[src/sequencer_defines.svh]
/*
 Constants for the LED driver protection sequencer: register byte
 offsets, reset values, event bit positions and sequencing counts.
 Assumes it is included by bare name from the package and the design.
*/
`ifndef SEQUENCER_DEFINES_SVH
`define SEQUENCER_DEFINES_SVH
// ============================================================
// Register byte offsets
`define OFF_CTRL       8'h00
`define OFF_ONTIME     8'h04
`define OFF_MINPER     8'h08
`define OFF_THERM      8'h0C
`define OFF_SHUT       8'h10
`define OFF_STATUS     8'h14
`define OFF_ISTAT      8'h18
`define OFF_IMASK      8'h1C
// ============================================================
// Reset values
`define RST_ENABLE     1'b1
`define RST_ONTIME     16'h0100
`define RST_MINPER     16'h0400
`define RST_THR_HI     10'h0320
`define RST_THR_LO     10'h0190
`define RST_THR_SH     10'h0064
`define RST_SCALE      7'h64
// ============================================================
// Event bit positions in status and mask
`define EV_LINE_OVP    0
`define EV_OUT_OVP     1
`define EV_OCP         2
`define EV_SHORT       3
`define EV_THERM_SHUT  4
`define EV_INACTIVE    5
// ============================================================
// Sequencing counts
`define SOFT_MIN_WIDTH 16'h0008
`define SOFT_STEP      16'h0004
`define LINE_OVP_HALFS 4'h0F
`define OUT_OVP_CYCLES 2'h2
`define RETRY_LIMIT    2'h3
`define WAKE_REQUESTS  5'h1D
`define THERM_HYST_MV  11'h0054
`define THERM_STEPS    3'h4
`endif

[src/sequencer_pkg.sv]
/*
 Types of the LED driver protection sequencer: sequencer states and the
 packed state record. Assumes the defines header is on the include path.
*/
`include "sequencer_defines.svh"
package sequencer_pkg;
   // ============================================================
   // Sequencer states
   typedef enum logic [2:0] {ST_OFF, ST_SOFT, ST_RUN, ST_FAULT,
                             ST_INACTIVE, ST_SHUTDOWN} state_type;
   // ============================================================
   // Whole state of the sequencer
   typedef struct packed {
      state_type   st;
      logic        gate;
      logic        pready;
      logic        pslverr;
      logic [31:0] prdata;
      logic        irq;
      logic        enable;
      logic [15:0] ontime;
      logic [15:0] min_period;
      logic [15:0] width;
      logic [15:0] per_cnt;
      logic [15:0] on_cnt;
      logic [9:0]  thr_hi;
      logic [9:0]  thr_lo;
      logic [9:0]  thr_sh;
      logic        aux_prev;
      logic        valley_prev;
      logic        cross_prev;
      logic        supply_prev;
      logic        aux_fell;
      logic        aux_over;
      logic        line_seen;
      logic [3:0]  lovp_cnt;
      logic [1:0]  oovp_cnt;
      logic [1:0]  retry;
      logic [4:0]  wake_cnt;
      logic [2:0]  tlevel;
      logic [6:0]  scale;
      logic [5:0]  ist;
      logic [5:0]  imask;
   } seq_state_type;
endpackage

[src/input_sync.sv]
/*
 Two flip-flop synchroniser for a group of comparator levels.
 Assumes each bit is a slow level; multi-bit codes must be held stable.
*/
`timescale 1ns/100ps
`default_nettype none
module input_sync
#(
   parameter int WIDTH = 1
)
(
   input  wire logic             pclk,
   input  wire logic             presetn,
   input  wire logic [WIDTH-1:0] din,
   output var  logic [WIDTH-1:0] dout
);
   logic [WIDTH-1:0] meta_q; // First stage, read by second stage only

   // ============================================================
   // Two stage capture
   always_ff @(posedge pclk or negedge presetn)
   begin
      if (!presetn)
      begin
         meta_q <= '0;
         dout   <= '0;
      end
      else
      begin
         meta_q <= din;
         dout   <= meta_q;
      end
   end
endmodule // input_sync
`default_nettype wire

[src/led_driver_protection_sequencer.sv]
/*
 LED driver switching and protection sequencer with an APB register port.
 Assumes comparator levels from the analogue front end, a thermistor code
 in millivolts, and an APB master on pclk.
*/
`timescale 1ns/100ps
`default_nettype none
`include "sequencer_defines.svh"
module led_driver_protection_sequencer
   import sequencer_pkg::*;
(
   input  wire logic        pclk,
   input  wire logic        presetn,
   input  wire logic        psel,
   input  wire logic        penable,
   input  wire logic        pwrite,
   input  wire logic [7:0]  paddr,
   input  wire logic [31:0] pwdata,
   output var  logic        pready,
   output var  logic [31:0] prdata,
   output var  logic        pslverr,
   input  wire logic        aux_high,
   input  wire logic        valley_detect,
   input  wire logic        aux_over_max,
   input  wire logic        line_above_ovp,
   input  wire logic        line_cross,
   input  wire logic        overcurrent_trip,
   input  wire logic        peak_current_limit,
   input  wire logic        sense_short_detect,
   input  wire logic        supply_good,
   input  wire logic        supply_discharged,
   input  wire logic [9:0]  thermistor_mv,
   output var  logic        gate_drive,
   output var  logic [6:0]  current_scale,
   output var  logic        irq
);
   seq_state_type s_q;       // Registered state
   seq_state_type s_d;       // Next state
   logic [19:0]   sync_out;  // Synchronised comparator group
   logic [9:0]    vt;        // Thermistor code
   logic aux_s, valley_s, aover_s, lhigh_s, cross_s;
   logic ocp_s, pcl_s, short_s, sup_s, dis_s;
   logic aux_fall, valley_rise, cross_rise, power_req;
   logic turn_on, shut_now, complete;

   // ============================================================
   // Synchronisers for every pin level
   input_sync #(.WIDTH(20)) u_sync
   (
      .pclk    (pclk),
      .presetn (presetn),
      .din     ({thermistor_mv, aux_high, valley_detect, aux_over_max,
                 line_above_ovp, line_cross, overcurrent_trip,
                 peak_current_limit, sense_short_detect, supply_good,
                 supply_discharged}),
      .dout    (sync_out)
   );
   assign {vt, aux_s, valley_s, aover_s, lhigh_s, cross_s, ocp_s, pcl_s,
           short_s, sup_s, dis_s} = sync_out;

   // ============================================================
   // Functions
   // Step threshold k counts down from the upper limit
   function automatic logic [10:0] step_thr(input logic [9:0] hi,
                                            input logic [9:0] lo,
                                            input logic [2:0] k);
      logic [10:0] span;
      logic [10:0] prod;
      span = (hi > lo) ? {1'b0, hi - lo} : 11'h000;
      prod = 11'((span >> 2) * 11'(k - 3'h1));
      return {1'b0, hi} - prod;
   endfunction

   // Output current percentage per step
   function automatic logic [6:0] scale_of(input logic [2:0] lvl);
      case (lvl)
         3'h0:    return 7'h64;
         3'h1:    return 7'h4B;
         3'h2:    return 7'h32;
         3'h3:    return 7'h19;
         default: return 7'h01;
      endcase
   endfunction

   // ============================================================
   // Edge detectors on synchronised levels
   assign aux_fall    = s_q.aux_prev & ~aux_s;
   assign valley_rise = valley_s & ~s_q.valley_prev;
   assign cross_rise  = cross_s & ~s_q.cross_prev;
   assign power_req   = sup_s & ~s_q.supply_prev;
   assign shut_now    = ({1'b0, vt} < {1'b0, s_q.thr_sh});
   assign complete    = psel & penable & s_q.pready;
   // Turn-on needs valley, aux edge and the minimum period
   assign turn_on = (s_q.st == ST_SOFT || s_q.st == ST_RUN) && !s_q.gate &&
                    s_q.enable && valley_rise &&
                    (s_q.aux_fell || aux_fall) &&
                    (s_q.per_cnt >= s_q.min_period);

   // ============================================================
   // Next state
   always_comb
   begin
      logic [5:0] ev;
      logic       fault;
      ev    = 6'h00;
      fault = 1'b0;
      s_d   = s_q;
      s_d.aux_prev    = aux_s;
      s_d.valley_prev = valley_s;
      s_d.cross_prev  = cross_s;
      s_d.supply_prev = sup_s;
      s_d.pready      = 1'b0;
      s_d.per_cnt     = (s_q.per_cnt == 16'hFFFF) ? s_q.per_cnt : s_q.per_cnt + 16'h0001;

      // APB: answer one cycle into the access phase
      if (psel && penable && !s_q.pready)
      begin
         s_d.pready  = 1'b1;
         s_d.pslverr = 1'b0;
         s_d.prdata  = 32'h0000_0000;
         case (paddr)
            `OFF_CTRL:   s_d.prdata = {31'h0000_0000, s_q.enable};
            `OFF_ONTIME: s_d.prdata = {16'h0000, s_q.ontime};
            `OFF_MINPER: s_d.prdata = {16'h0000, s_q.min_period};
            `OFF_THERM:  s_d.prdata = {6'h00, s_q.thr_lo, 6'h00, s_q.thr_hi};
            `OFF_SHUT:   s_d.prdata = {22'h00_0000, s_q.thr_sh};
            `OFF_STATUS: s_d.prdata = {16'h0000, 2'h0, s_q.tlevel, s_q.wake_cnt,
                                       s_q.retry, s_q.gate, s_q.st};
            `OFF_ISTAT:  s_d.prdata = {26'h000_0000, s_q.ist};
            `OFF_IMASK:  s_d.prdata = {26'h000_0000, s_q.imask};
            default:     s_d.pslverr = 1'b1; // Unmapped answers with error
         endcase
      end
      // Writes land on the completing edge only
      if (complete && pwrite)
      begin
         case (paddr)
            `OFF_CTRL:   s_d.enable     = pwdata[0];
            `OFF_ONTIME: s_d.ontime     = pwdata[15:0];
            `OFF_MINPER: s_d.min_period = pwdata[15:0];
            `OFF_THERM:
            begin
               s_d.thr_hi = pwdata[9:0];
               s_d.thr_lo = pwdata[25:16];
            end
            `OFF_SHUT:   s_d.thr_sh     = pwdata[9:0];
            `OFF_IMASK:  s_d.imask      = pwdata[5:0];
            default:     s_d.enable     = s_q.enable;
         endcase
      end

      // Thermal steps, one step per clock, with hysteresis
      if (s_q.tlevel < `THERM_STEPS &&
          {1'b0, vt} <= step_thr(s_q.thr_hi, s_q.thr_lo, s_q.tlevel + 3'h1))
         s_d.tlevel = s_q.tlevel + 3'h1;
      else if (s_q.tlevel != 3'h0 &&
               {1'b0, vt} > step_thr(s_q.thr_hi, s_q.thr_lo, s_q.tlevel) +
                            `THERM_HYST_MV)
         s_d.tlevel = s_q.tlevel - 3'h1;
      s_d.scale = scale_of(s_d.tlevel);

      // Switching cycle bookkeeping
      if (aux_fall)
         s_d.aux_fell = 1'b1;
      if (aover_s && !s_q.gate)
         s_d.aux_over = 1'b1;
      if (lhigh_s)
         s_d.line_seen = 1'b1;
      if (s_q.gate)
      begin
         s_d.on_cnt = s_q.on_cnt + 16'h0001;
         if (ocp_s || pcl_s || s_q.on_cnt + 16'h0001 >= s_q.width)
         begin
            s_d.gate = 1'b0;
            if (ocp_s)
               ev[`EV_OCP] = 1'b1;
            // Widen the next soft-start pulse
            if (s_q.st == ST_SOFT)
               s_d.width = s_q.width + `SOFT_STEP;
         end
      end
      if (turn_on)
      begin
         s_d.gate     = 1'b1;
         s_d.per_cnt  = 16'h0000;
         s_d.on_cnt   = 16'h0000;
         s_d.aux_fell = 1'b0;
         s_d.aux_over = 1'b0;
         // Aux overvoltage judged once per switching cycle
         if (s_q.aux_over)
         begin
            s_d.oovp_cnt = s_q.oovp_cnt + 2'h1;
            if (s_d.oovp_cnt == `OUT_OVP_CYCLES)
            begin
               fault = 1'b1;
               ev[`EV_OUT_OVP] = 1'b1;
            end
         end
         else
            s_d.oovp_cnt = 2'h0;
      end
      // Line overvoltage judged once per half line cycle
      if (cross_rise)
      begin
         s_d.line_seen = lhigh_s;
         if (s_q.line_seen && (s_q.st == ST_SOFT || s_q.st == ST_RUN))
         begin
            s_d.lovp_cnt = s_q.lovp_cnt + 4'h1;
            if (s_d.lovp_cnt == `LINE_OVP_HALFS)
            begin
               fault = 1'b1;
               ev[`EV_LINE_OVP] = 1'b1;
            end
         end
         else
            s_d.lovp_cnt = 4'h0;
      end
      if (s_q.st == ST_RUN && short_s)
      begin
         fault = 1'b1;
         ev[`EV_SHORT] = 1'b1;
      end

      // Sequencer
      case (s_q.st)
         ST_OFF:
         begin
            s_d.gate = 1'b0;
            if (power_req && s_q.retry == `RETRY_LIMIT)
            begin
               s_d.st       = ST_INACTIVE;
               s_d.wake_cnt = 5'h00;
               ev[`EV_INACTIVE] = 1'b1;
            end
            else if (power_req)
            begin
               s_d.st    = ST_SOFT;
               s_d.width = `SOFT_MIN_WIDTH;
               // A fresh start has no earlier pulse to demagnetise
               s_d.aux_fell = 1'b1;
            end
         end
         ST_SOFT, ST_RUN:
         begin
            if (s_q.st == ST_SOFT && s_d.width >= s_q.ontime)
            begin
               s_d.st    = ST_RUN;
               s_d.width = s_q.ontime;
            end
            if (fault)
            begin
               s_d.st    = ST_FAULT;
               s_d.gate  = 1'b0;
               s_d.retry = (s_q.retry == `RETRY_LIMIT) ? s_q.retry :
                           s_q.retry + 2'h1;
            end
            else if (shut_now)
            begin
               s_d.st   = ST_SHUTDOWN;
               s_d.gate = 1'b0;
               ev[`EV_THERM_SHUT] = 1'b1;
            end
         end
         ST_SHUTDOWN:
         begin
            s_d.gate = 1'b0;
            if (!shut_now)
            begin
               s_d.st    = ST_SOFT;
               s_d.aux_fell = 1'b1;
               s_d.width = `SOFT_MIN_WIDTH;
            end
         end
         ST_FAULT:
            s_d.gate = 1'b0; // Stays biased until undervoltage
         ST_INACTIVE:
         begin
            s_d.gate = 1'b0;
            // Power-on requests are counted, not answered
            if (power_req)
            begin
               s_d.wake_cnt = s_q.wake_cnt + 5'h01;
               if (s_d.wake_cnt == `WAKE_REQUESTS)
               begin
                  s_d.st    = ST_SOFT;
                  s_d.aux_fell = 1'b1;
                  s_d.retry = 2'h0;
                  s_d.width = `SOFT_MIN_WIDTH;
               end
            end
         end
         default:
            s_d.st = ST_OFF;
      endcase
      // Undervoltage drops any active state back to off
      if (!sup_s && s_q.st != ST_INACTIVE && s_q.st != ST_OFF)
      begin
         s_d.st   = ST_OFF;
         s_d.gate = 1'b0;
      end
      // A fully discharged supply forgets all retry history
      if (dis_s)
      begin
         s_d.st       = ST_OFF;
         s_d.gate     = 1'b0;
         s_d.retry    = 2'h0;
         s_d.wake_cnt = 5'h00;
      end
      if (s_d.st != ST_SOFT && s_d.st != ST_RUN)
      begin
         s_d.lovp_cnt = 4'h0;
         s_d.oovp_cnt = 2'h0;
      end

      // Sticky events: a read clears, a new event wins
      if (complete && !pwrite && paddr == `OFF_ISTAT)
         s_d.ist = ev;
      else
         s_d.ist = s_q.ist | ev;
      s_d.irq = |(s_d.ist & s_d.imask);
   end

   // ============================================================
   // State register
   always_ff @(posedge pclk or negedge presetn)
   begin
      if (!presetn)
      begin
         s_q            <= '0;
         s_q.st         <= ST_OFF;
         s_q.enable     <= `RST_ENABLE;
         s_q.ontime     <= `RST_ONTIME;
         s_q.min_period <= `RST_MINPER;
         s_q.width      <= `SOFT_MIN_WIDTH;
         s_q.thr_hi     <= `RST_THR_HI;
         s_q.thr_lo     <= `RST_THR_LO;
         s_q.thr_sh     <= `RST_THR_SH;
         s_q.scale      <= `RST_SCALE;
      end
      else
         s_q <= s_d;
   end

   assign pready        = s_q.pready;
   assign prdata        = s_q.prdata;
   assign pslverr       = s_q.pslverr;
   assign gate_drive    = s_q.gate;
   assign current_scale = s_q.scale;
   assign irq           = s_q.irq;
endmodule // led_driver_protection_sequencer
`default_nettype wire

[config.mk]
export PLATFORM = sky130hd
export DESIGN_NAME = led_driver_protection_sequencer
export DESIGN_NICKNAME = d
export VERILOG_FILES = /design/src/sequencer_pkg.sv /design/src/input_sync.sv /design/src/led_driver_protection_sequencer.sv
export VERILOG_INCLUDE_DIRS = /design/src
export SDC_FILE = /design/constraint.sdc
export NUM_CORES = 1
export LEC_CHECK = 0
export ABC_CLOCK_PERIOD_IN_PS = 6950
export BUFFER_PORTS_ARGS = -buffer_cell sky130_fd_sc_hd__buf_2
export CAP_MARGIN = 15
export CORE_MARGIN = 3
export CORE_UTILIZATION = 51
export DETAILED_ROUTE_END_ITERATION = 10
export PLACE_DENSITY = 0.72
export SETUP_SLACK_MARGIN = 0.1
export SYNTH_ARGS = -nofsm -noshare
export SYNTH_HDL_FRONTEND = slang
export SYNTH_SLANG_ARGS = --single-unit
[constraint.sdc]
create_clock -name pclk -period 6.95 [get_ports pclk]
set_input_delay 1.0425 -clock pclk [delete_from_list [all_inputs] [get_ports pclk]]
set_output_delay 1.0425 -clock pclk [all_outputs]
set_load 0.01 [all_outputs]
# Word level (Yosys, flattened, before mapping)

Index checks and enable logic that the tools add are counted.
Widths: inputs -> output; s select.

Multipliers: 2
Reductions and logical operators: 51
Add/sub/neg operators: 15
Bitwise gates (word level): 12
Eq/ne operators: 29
Muxes and demuxes: 80
$lt $le $gt $ge: 8

Operators with widths:

| cell                  | count |
|---|---|
| $pmux 26 s8           | 1 |
| $mux 16               | 11 |
| $pmux 16 s4           | 1 |
| $ge 16x16->1          | 3 |
| $mux 34               | 1 |
| $add 16x1->16 const B | 2 |
| $eq 8x5->1 const B    | 4 |
| $mux 32               | 1 |
| $mux 1                | 31 |
| $pmux 7 s4            | 1 |
| $mux 3                | 8 |
| $mux 6                | 4 |
| $mul 9x4->11          | 2 |
| $sub 10x11->11        | 2 |
| $logic_and 1x1->1     | 20 |
| $mux 4                | 5 |
| $ne 3x2->1 const B    | 6 |
| $add 16x3->16 const B | 1 |
| $eq 16x16->1 const B  | 1 |
| $eq 8x4->1 const B    | 2 |
| $pmux 3 s5            | 1 |
| $mux 7                | 2 |
| $eq 3x2->1 const B    | 4 |
| $mux 2                | 6 |
| other kinds (45)      | 77 |

Register bits after elaboration: 232
Logic and storage cells: 229
Output and inout bits: 43

# Depth between registers and ports, before layout

Gate-level depths: netlist of run 1.

Depth in word-level cells: 19
Gate-level depth with buffers: 35

# Cells and area by module

Synthesis of run 1 repeated with hierarchy kept, for this count alone.

Cells, all modules: 1,530
Area, all modules: 14,989.4 um^2

By module, submodules not included:

| module                          | cells each | area an instance (um^2) | instances |
|---|---|---|---|
| led_driver_protection_sequencer | 1,490      | 13,988.4                | 1 |
| input_sync                      | 40         | 1,001.0                 | 1 |

# Worst setup path after synthesis of run 1

No wires, ideal clock.

Kind: flip-flop to flip-flop
From: register s_q[60] in the netlist's numbering
To: register s_q (netlist bit current_scale[1])
Buffers on the path: 2
Required time: 6.872 ns
Cell stages (with the launch flop): 34
Arrival time: 7.165 ns
Path slack: -0.293 ns
Cell sequence: dfstp_2 inv_1 ha_1 a21o_1 a21oi_1 a21o_1 clkbuf_1 and2_1 clkbuf_1 nor2_1 nand2_1 fa_1 fa_1 fa_1 inv_1 fa_1 inv_1 ha_1 inv_1 nor2_1 nor2_1 o21bai_1 a21oi_1 o21bai_1 a21oi_1 xor2_1 ha_1 nand4_1 nor3_1 a211o_1 nor2_1 mux2_2 a211o_1 a21oi_1

RTL lines:

| item               | RTL line                              | RTL |
|---|---|---|
| start: declaration | led_driver_protection_sequencer.sv:37 | `seq_state_type s_q;` |

==> results of run 1 <==
power breakdown:
group	total, mW	switching (mW)	internal (mW)	leakage [nW]
clock network	1.42	0.562	0.856	0.441
registers	1.41	0.0328	1.38	2.71
logic	2.24	1.21	1.03	5.42
layout by cell type, fill, tap and decap left out, drive strengths merged, types with 21 or more instances in the layout:
cell      n
a21oi    50
o21ai   101
nand2   148
inv     175
dfrtp   210
mux2     25
buf     181
xnor2    45
a21o     21
ha      149
nor3     37
fa       41
clkbuf   33
nand3    32
nor2    143
and3     22
xor2     50
metal layers:
layer | global-route usage | vias up
met5 | 0 | -
met4 | 0.0916 | 2
met3 | 0.0347 | 93
met2 | 0.395 | 394
met1 | 0.337 | 5822
li1 | - | 5623
state kept, by name, indices dropped and copies added (netlist names):
| register | flops |
|---|---|
| s_q | 149 |
| current_scale | 7 |
| pready | 1 |
| gate_drive | 1 |
| u_sync.meta_q | 20 |
| u_sync.dout | 20 |
| prdata | 26 |
| irq | 1 |
| pslverr | 1 |
worst paths after layout:
| check | to | depth (start not counted) |
|---|---|---|
| worst max register to register | current_scale[6] | 27 |
| worst min register to register | u_sync.dout[10] | 0 |
| min in group asynchronous | s_q[99] | 1 |
| worst max-delay path | current_scale[6] | 27 |
| max in group asynchronous | s_q[88] | 2 |
| worst min-delay path | u_sync.dout[10] | 0 |
critical path: stages (launching register included):
cell and delay, ns:
dfrtp_1 0.37, inv_1 0.16, ha_4 0.26, a2111o_1 0.39, o21a_1 0.20, buf_4 0.14, xnor2_1 0.19, buf_4 0.18
or3_1 0.38, fa_1 0.52, inv_1 0.05, fa_1 0.49, inv_1 0.06, fa_1 0.59, ha_4 0.23, and3_1 0.14
o211a_1 0.14, a2111oi_4 0.39, a21oi_1 0.13, xnor2_1 0.16, ha_1 0.36, a21oi_4 0.08, nor2b_2 0.17, a221o_1 0.41
nor2_4 0.16, mux2i_2 0.28, mux2i_4 0.13, and3b_1 0.23
through the flow:
step | instance area, um^2 | TNS [ns] | hold WS [ns]
2_1_floorplan | 15000 | 0 | 0.331
3_3_place_gp | 16100 | -0.369 | 0.332
3_5_place_dp | 16100 | -1.59 | 0.335
4_1_cts | 17200 | -0.307 | 0.345
5_1_grt | 17600 | -2.56 | 0.353
6_report | 17600 | -0.381 | 0.341
timing repair:
item                                    CTS  global route
setup buffers                            12             4
cloned                                    0             0
endpoints found under the setup margin   10            33
endpoints found under the hold margin     0             0
gates resized for setup                  31            65
pin swaps                                46            29
cell families (layout without fill, tap and decap cells):
logic type | Yosys count | in the layout
adders and majority gates | 190 | 190
AOI/OAI and AO/OA | 298 | 298
xor gates and xnor gates | 95 | 95
DFF | 226 | 226
and+or+nand+nor | 478 | 478
buffers and inverters | 256 | 403
muxes | 34 | 34
other | 1 | 6
layout make-up:
class	instances	area (um^2)
inverter	174	656
multi-input combinational	1101	8700
fill	2347	11200
timing repair buffer	181	1160
sequential	226	5680
clock buffer	33	727
clock inverter	15	180
tap	384	480
==> reports/results.ini, run 1 <==
[logic_synthesis]
synthesis.instances = 1578
synth_common_cells = dfrtp_1 (210), inv_1 (173), ha_1 (149)
synth.largest_area_cell = dfrtp_1
synth.most_common_cell = dfrtp_1
synth_xor_area_frac = 0.0566
synth_seq_cells = 226
synth_top_area_frac = 0.351
yosys_warnings = 0
synth_compound_area_frac = 0.134
synthArstFlopShare = 1.00
synth-simple-area-share = 0.149
synth_edf_count = 0
avgSynthCellArea_um2 = 9.48
synthMuxAreaShare = 0.0268
synth.distinct_cells = 82
synthesis.area_um2 = 15000
synth_area_leaders = dfrtp_1 (35%), ha_1 (12%), fa_1 (5.5%), inv_1 (4.3%), nand2_1 (3.7%)
synthAdderAreaFrac = 0.179
synth-main-ff-cell = dfrtp_1
synth_top_family_by_area = adder cells
yosysSeqAreaShare = 0.379

[critical_path]
end_kind = flip-flop
arrival_ns = 7.52
reg2reg_from = s_q[57]
critical_path.startpoint_type = flip-flop
crit_fanout = 5
cp.required_ns = 7.42
r2r_setup_slack_ns = -0.1
critPathKind = reg2reg
critical_path.startpoint = s_q[57]

[grt]
grt_pass1_wl_um = 61500
antenna_found_initial = 1
grt_max_degree = 109
grt_pass1_vias = 11900
overflow = 0
grtUsageTotal = 0.245

[place]
dp_hpwl_um = 29500
routabilityCongestion = 0.915
port_buffers = 95
pre_cts_ws_ns = -0.256
placedCellCount = 2049

[floorplan]
rows = 62
die_x_um = 177
io_pins = 108
die-area_um2 = 31400
die_h_um = 177
core-area_um2 = 28800
initial_core_util = 0.520

[pwr]
leakagePower_nw = 8.57
ir_worst_vdd_mv = 0.195
p_per_area_nw_per_um2 = 288
p_total_mw = 5.07

[timing]
skew_ns = 0.0168
setup_viol = 8
period_needed_ns = 7.05
finalHoldViolCount = 0
setup_ws_ns = -0.0975
rsz0062_at_grt = yes
slew_violations = 0
relSlewSlack = 0.153
tightest_slew_ns = 1.26
post-route-period-util = 1.01
max_freq_ghz = 0.142

[layout]
nets = 1965
layout.cells.non_filler = 2114
final_util = 0.611
n_antenna_cell = 0
area.growth.synth_to_final_pct = 17.5
drive_gt1_frac = 0.214

[clock_network]
clkTransAtPathRegs_ns = 0.06
numCtsBuffers = 26
clk_latency_ns = 0.54
cts_tree = built
cts_sinks = 226
cts_root_buffer = clkbuf_16
cts.path.max_buffers = 3
cts_htree_levels = 1
hold_buffers = 0

[routing]
wl_um = 38600
wl_met1_um = 16700
wire_per_inst_um = 18.3
wl_met3_um = 2500
met2_length_um = 17800
drtAntennaViolNets = 0
top_layer_used = met5
num_vias = 11900
drc = 0
via_per_inst = 5.65
drt-initial-drc-count = 921
firstDrtPassIters = 5

[outcome]
violations = setup timing
status = finished with violations

[min_path]
hold_path.class = reg2reg
min_from = u_sync.meta_q[10]

[job]
maxCapViolCount = 0

(Power assumes the default switching activity.)
==> run 2, diff against run 1 <==
Settings changed: RECOVER_POWER set to 25.
==> run 2 against run 1 <==
- the flow finishes with violations (capacitance limit, slew limit, setup timing)
- critical endpoint unchanged
- final area is essentially flat
- clock skew is 0.00092 ns lower
- highest routed layer unchanged
- critical path depth unchanged
- sequential share of layout area about the same
- final cell count unchanged
- power about the same
- worst hold slack is the same
- die area unchanged
- first-iteration DRC count unchanged
- combinational power is essentially flat
- largest cell class unchanged
- setup slack about the same
- sequential cell count is the same
==> reports/results.ini, run 2 (synthesized netlist as in run 1, its figures left out) <==
[grt]
grtUsageTotal = 0.245  ; unchanged
grt_max_degree = 109  ; unchanged
grt_pass1_wl_um = 61500  ; unchanged
antenna_found_initial = 1  ; unchanged
overflow = 0  ; unchanged
grt_pass1_vias = 11900  ; unchanged

[floorplan]
io_pins = 108  ; unchanged
die_x_um = 177  ; unchanged
die_h_um = 177  ; unchanged
die-area_um2 = 31400  ; unchanged
initial_core_util = 0.520  ; unchanged
core-area_um2 = 28800  ; unchanged
rows = 62  ; unchanged

[routing]
drt-initial-drc-count = 921  ; unchanged
firstDrtPassIters = 7  ; +2
drtAntennaViolNets = 0  ; unchanged
num_vias = 11900  ; +0.034%
drc = 0  ; unchanged
wl_um = 38600  ; about the same
wire_per_inst_um = 18.3  ; about the same
via_per_inst = 5.65  ; about the same

[timing]
period_needed_ns = 7.05  ; -0.00000580 ns
setup_viol = 8  ; unchanged
rsz0062_at_grt = yes
slew_violations = 109  ; +109
tightest_slew_ns = 5.69  ; +4.44 ns
post-route-period-util = 1.01  ; about the same
skew_ns = 0.0159  ; -0.000923 ns
relSlewSlack = -2.80  ; -2.95
setup_ws_ns = -0.0974  ; +0.00000580 ns
finalSetupTns_ns = -0.380  ; +0.000274 ns
max_freq_ghz = 0.142  ; unchanged
finalHoldViolCount = 0  ; unchanged
holdWs_ns = 0.341  ; unchanged

[pwr]
leakagePower_nw = 8.56  ; about the same
p_total_mw = 5.07  ; about the same
p_per_area_nw_per_um2 = 288  ; about the same
ir_worst_vdd_mv = 0.195  ; about the same

[layout]
area.growth.synth_to_final_pct = 17.5  ; about the same
layout_commonest_cell = dfrtp_1
largest_reg_flops = 149  ; unchanged
n_antenna_cell = 0  ; unchanged
layout.cells.non_filler = 2114  ; unchanged
top_register = s_q
nets = 1965  ; unchanged
drive_gt1_frac = 0.214  ; -0.000578
final_cell_mix = dfrtp_1 (209), inv_1 (167), nand2_1 (142), ha_1 (138), nor2_1 (134)

[outcome]
violations = capacitance limit, slew limit, setup timing
status = finished with violations

[critical_path]
critPathKind = reg2reg
end_kind = flip-flop
cp.required_ns = 7.42  ; about the same
crit_fanout = 5  ; unchanged
critical_path.startpoint_type = flip-flop
arrival_ns = 7.52  ; about the same

[clock_network]
numCtsBuffers = 26  ; unchanged
clk_latency_ns = 0.54  ; about the same
hold_buffers = 0  ; unchanged
cts_root_buffer = clkbuf_16
cts_htree_levels = 1  ; unchanged
cts_tree = built
clkTransAtPathRegs_ns = 0.06  ; about the same
cts.path.max_buffers = 3  ; unchanged
cts_sinks = 226  ; unchanged

[place]
dp_hpwl_um = 29500  ; unchanged
port_buffers = 95  ; unchanged
routabilityCongestion = 0.915  ; unchanged
pre_cts_ws_ns = -0.256  ; unchanged
placedCellCount = 2049  ; unchanged

[min_path]
hold_path.class = reg2reg

[job]
maxCapViolCount = 1  ; +1

-- run 2: cell count changes in the layout (fill, tap and decap cells not counted), sizes merged --
cell,delta
buf,-1
clkbuf,+1
-- run 2: final timing paths --
path,startpoint,endpoint,cells past startpoint,slack (ns)
worst max-delay path,s_q[57],current_scale[6],27,-0.1
worst min-delay path,u_sync.meta_q[10],u_sync.dout[10],0,0.34
worst max register to register,s_q[57],current_scale[6],27,-0.1
worst min register to register,u_sync.meta_q[10],u_sync.dout[10],0,0.34
max in group asynchronous,presetn,u_sync.meta_q[5],1,1.14
min in group asynchronous,presetn,s_q[99],1,2.60
-- run 2: what timing repair did --
action                     in CTS  in global routing
setup endpoints to repair      10                 33
setup buffers                  12                  4
pin swaps                      46                 29
gates resized for setup        31                 65
-- run 2: cell type report --
class	instances	area [um^2]
clock buffer	33	727
clock inverter	15	180
sequential	226	5680
inverter	174	656
timing repair buffer	181	1150
multi-input combinational	1101	8700
fill	2347	11200
tap	384	480
-- run 2: worst max-delay path: stages, from the launching register on --
cell       delay (ns)
dfrtp_1          0.37
inv_1            0.16
ha_4             0.26
a2111o_1         0.39
o21a_1           0.20
buf_4            0.14
xnor2_1          0.19
buf_4            0.18
or3_1            0.38
fa_1             0.52
inv_1            0.05
fa_1             0.49
inv_1            0.06
fa_1             0.59
ha_4             0.23
and3_1           0.14
o211a_1          0.14
a2111oi_4        0.39
a21oi_1          0.13
xnor2_1          0.16
ha_1             0.36
a21oi_4          0.08
nor2b_2          0.17
a221o_1          0.41
nor2_4           0.16
mux2i_2          0.28
mux2i_4          0.13
and3b_1          0.23
-- run 2: report_power, final --
part	switching [mW]	leakage (nW)	total [mW]	internal, mW
sequential	0.0328	2.71	1.41	1.38
combinational	1.21	5.41	2.24	1.03
clock	0.563	0.441	1.42	0.856
total	1.81	8.56	5.07	3.26
-- run 2: stage by stage --
stage | util | instance area, um^2
after global placement | 0.559 | 16100
final | 0.611 | 17600
after global routing | 0.611 | 17600
after CTS | 0.597 | 17200
after floorplan | - | 15000
after detailed placement | 0.559 | 16100
-- run 2: routing by layer --
metal | wire length [um] | global-route usage | vias to the layer above
met5 | 14 | 0 | -
met4 | 1610 | 0.0916 | 2
met3 | 2480 | 0.0347 | 95
met2 | 17800 | 0.395 | 399
met1 | 16700 | 0.337 | 5820
li1 | - | - | 5622
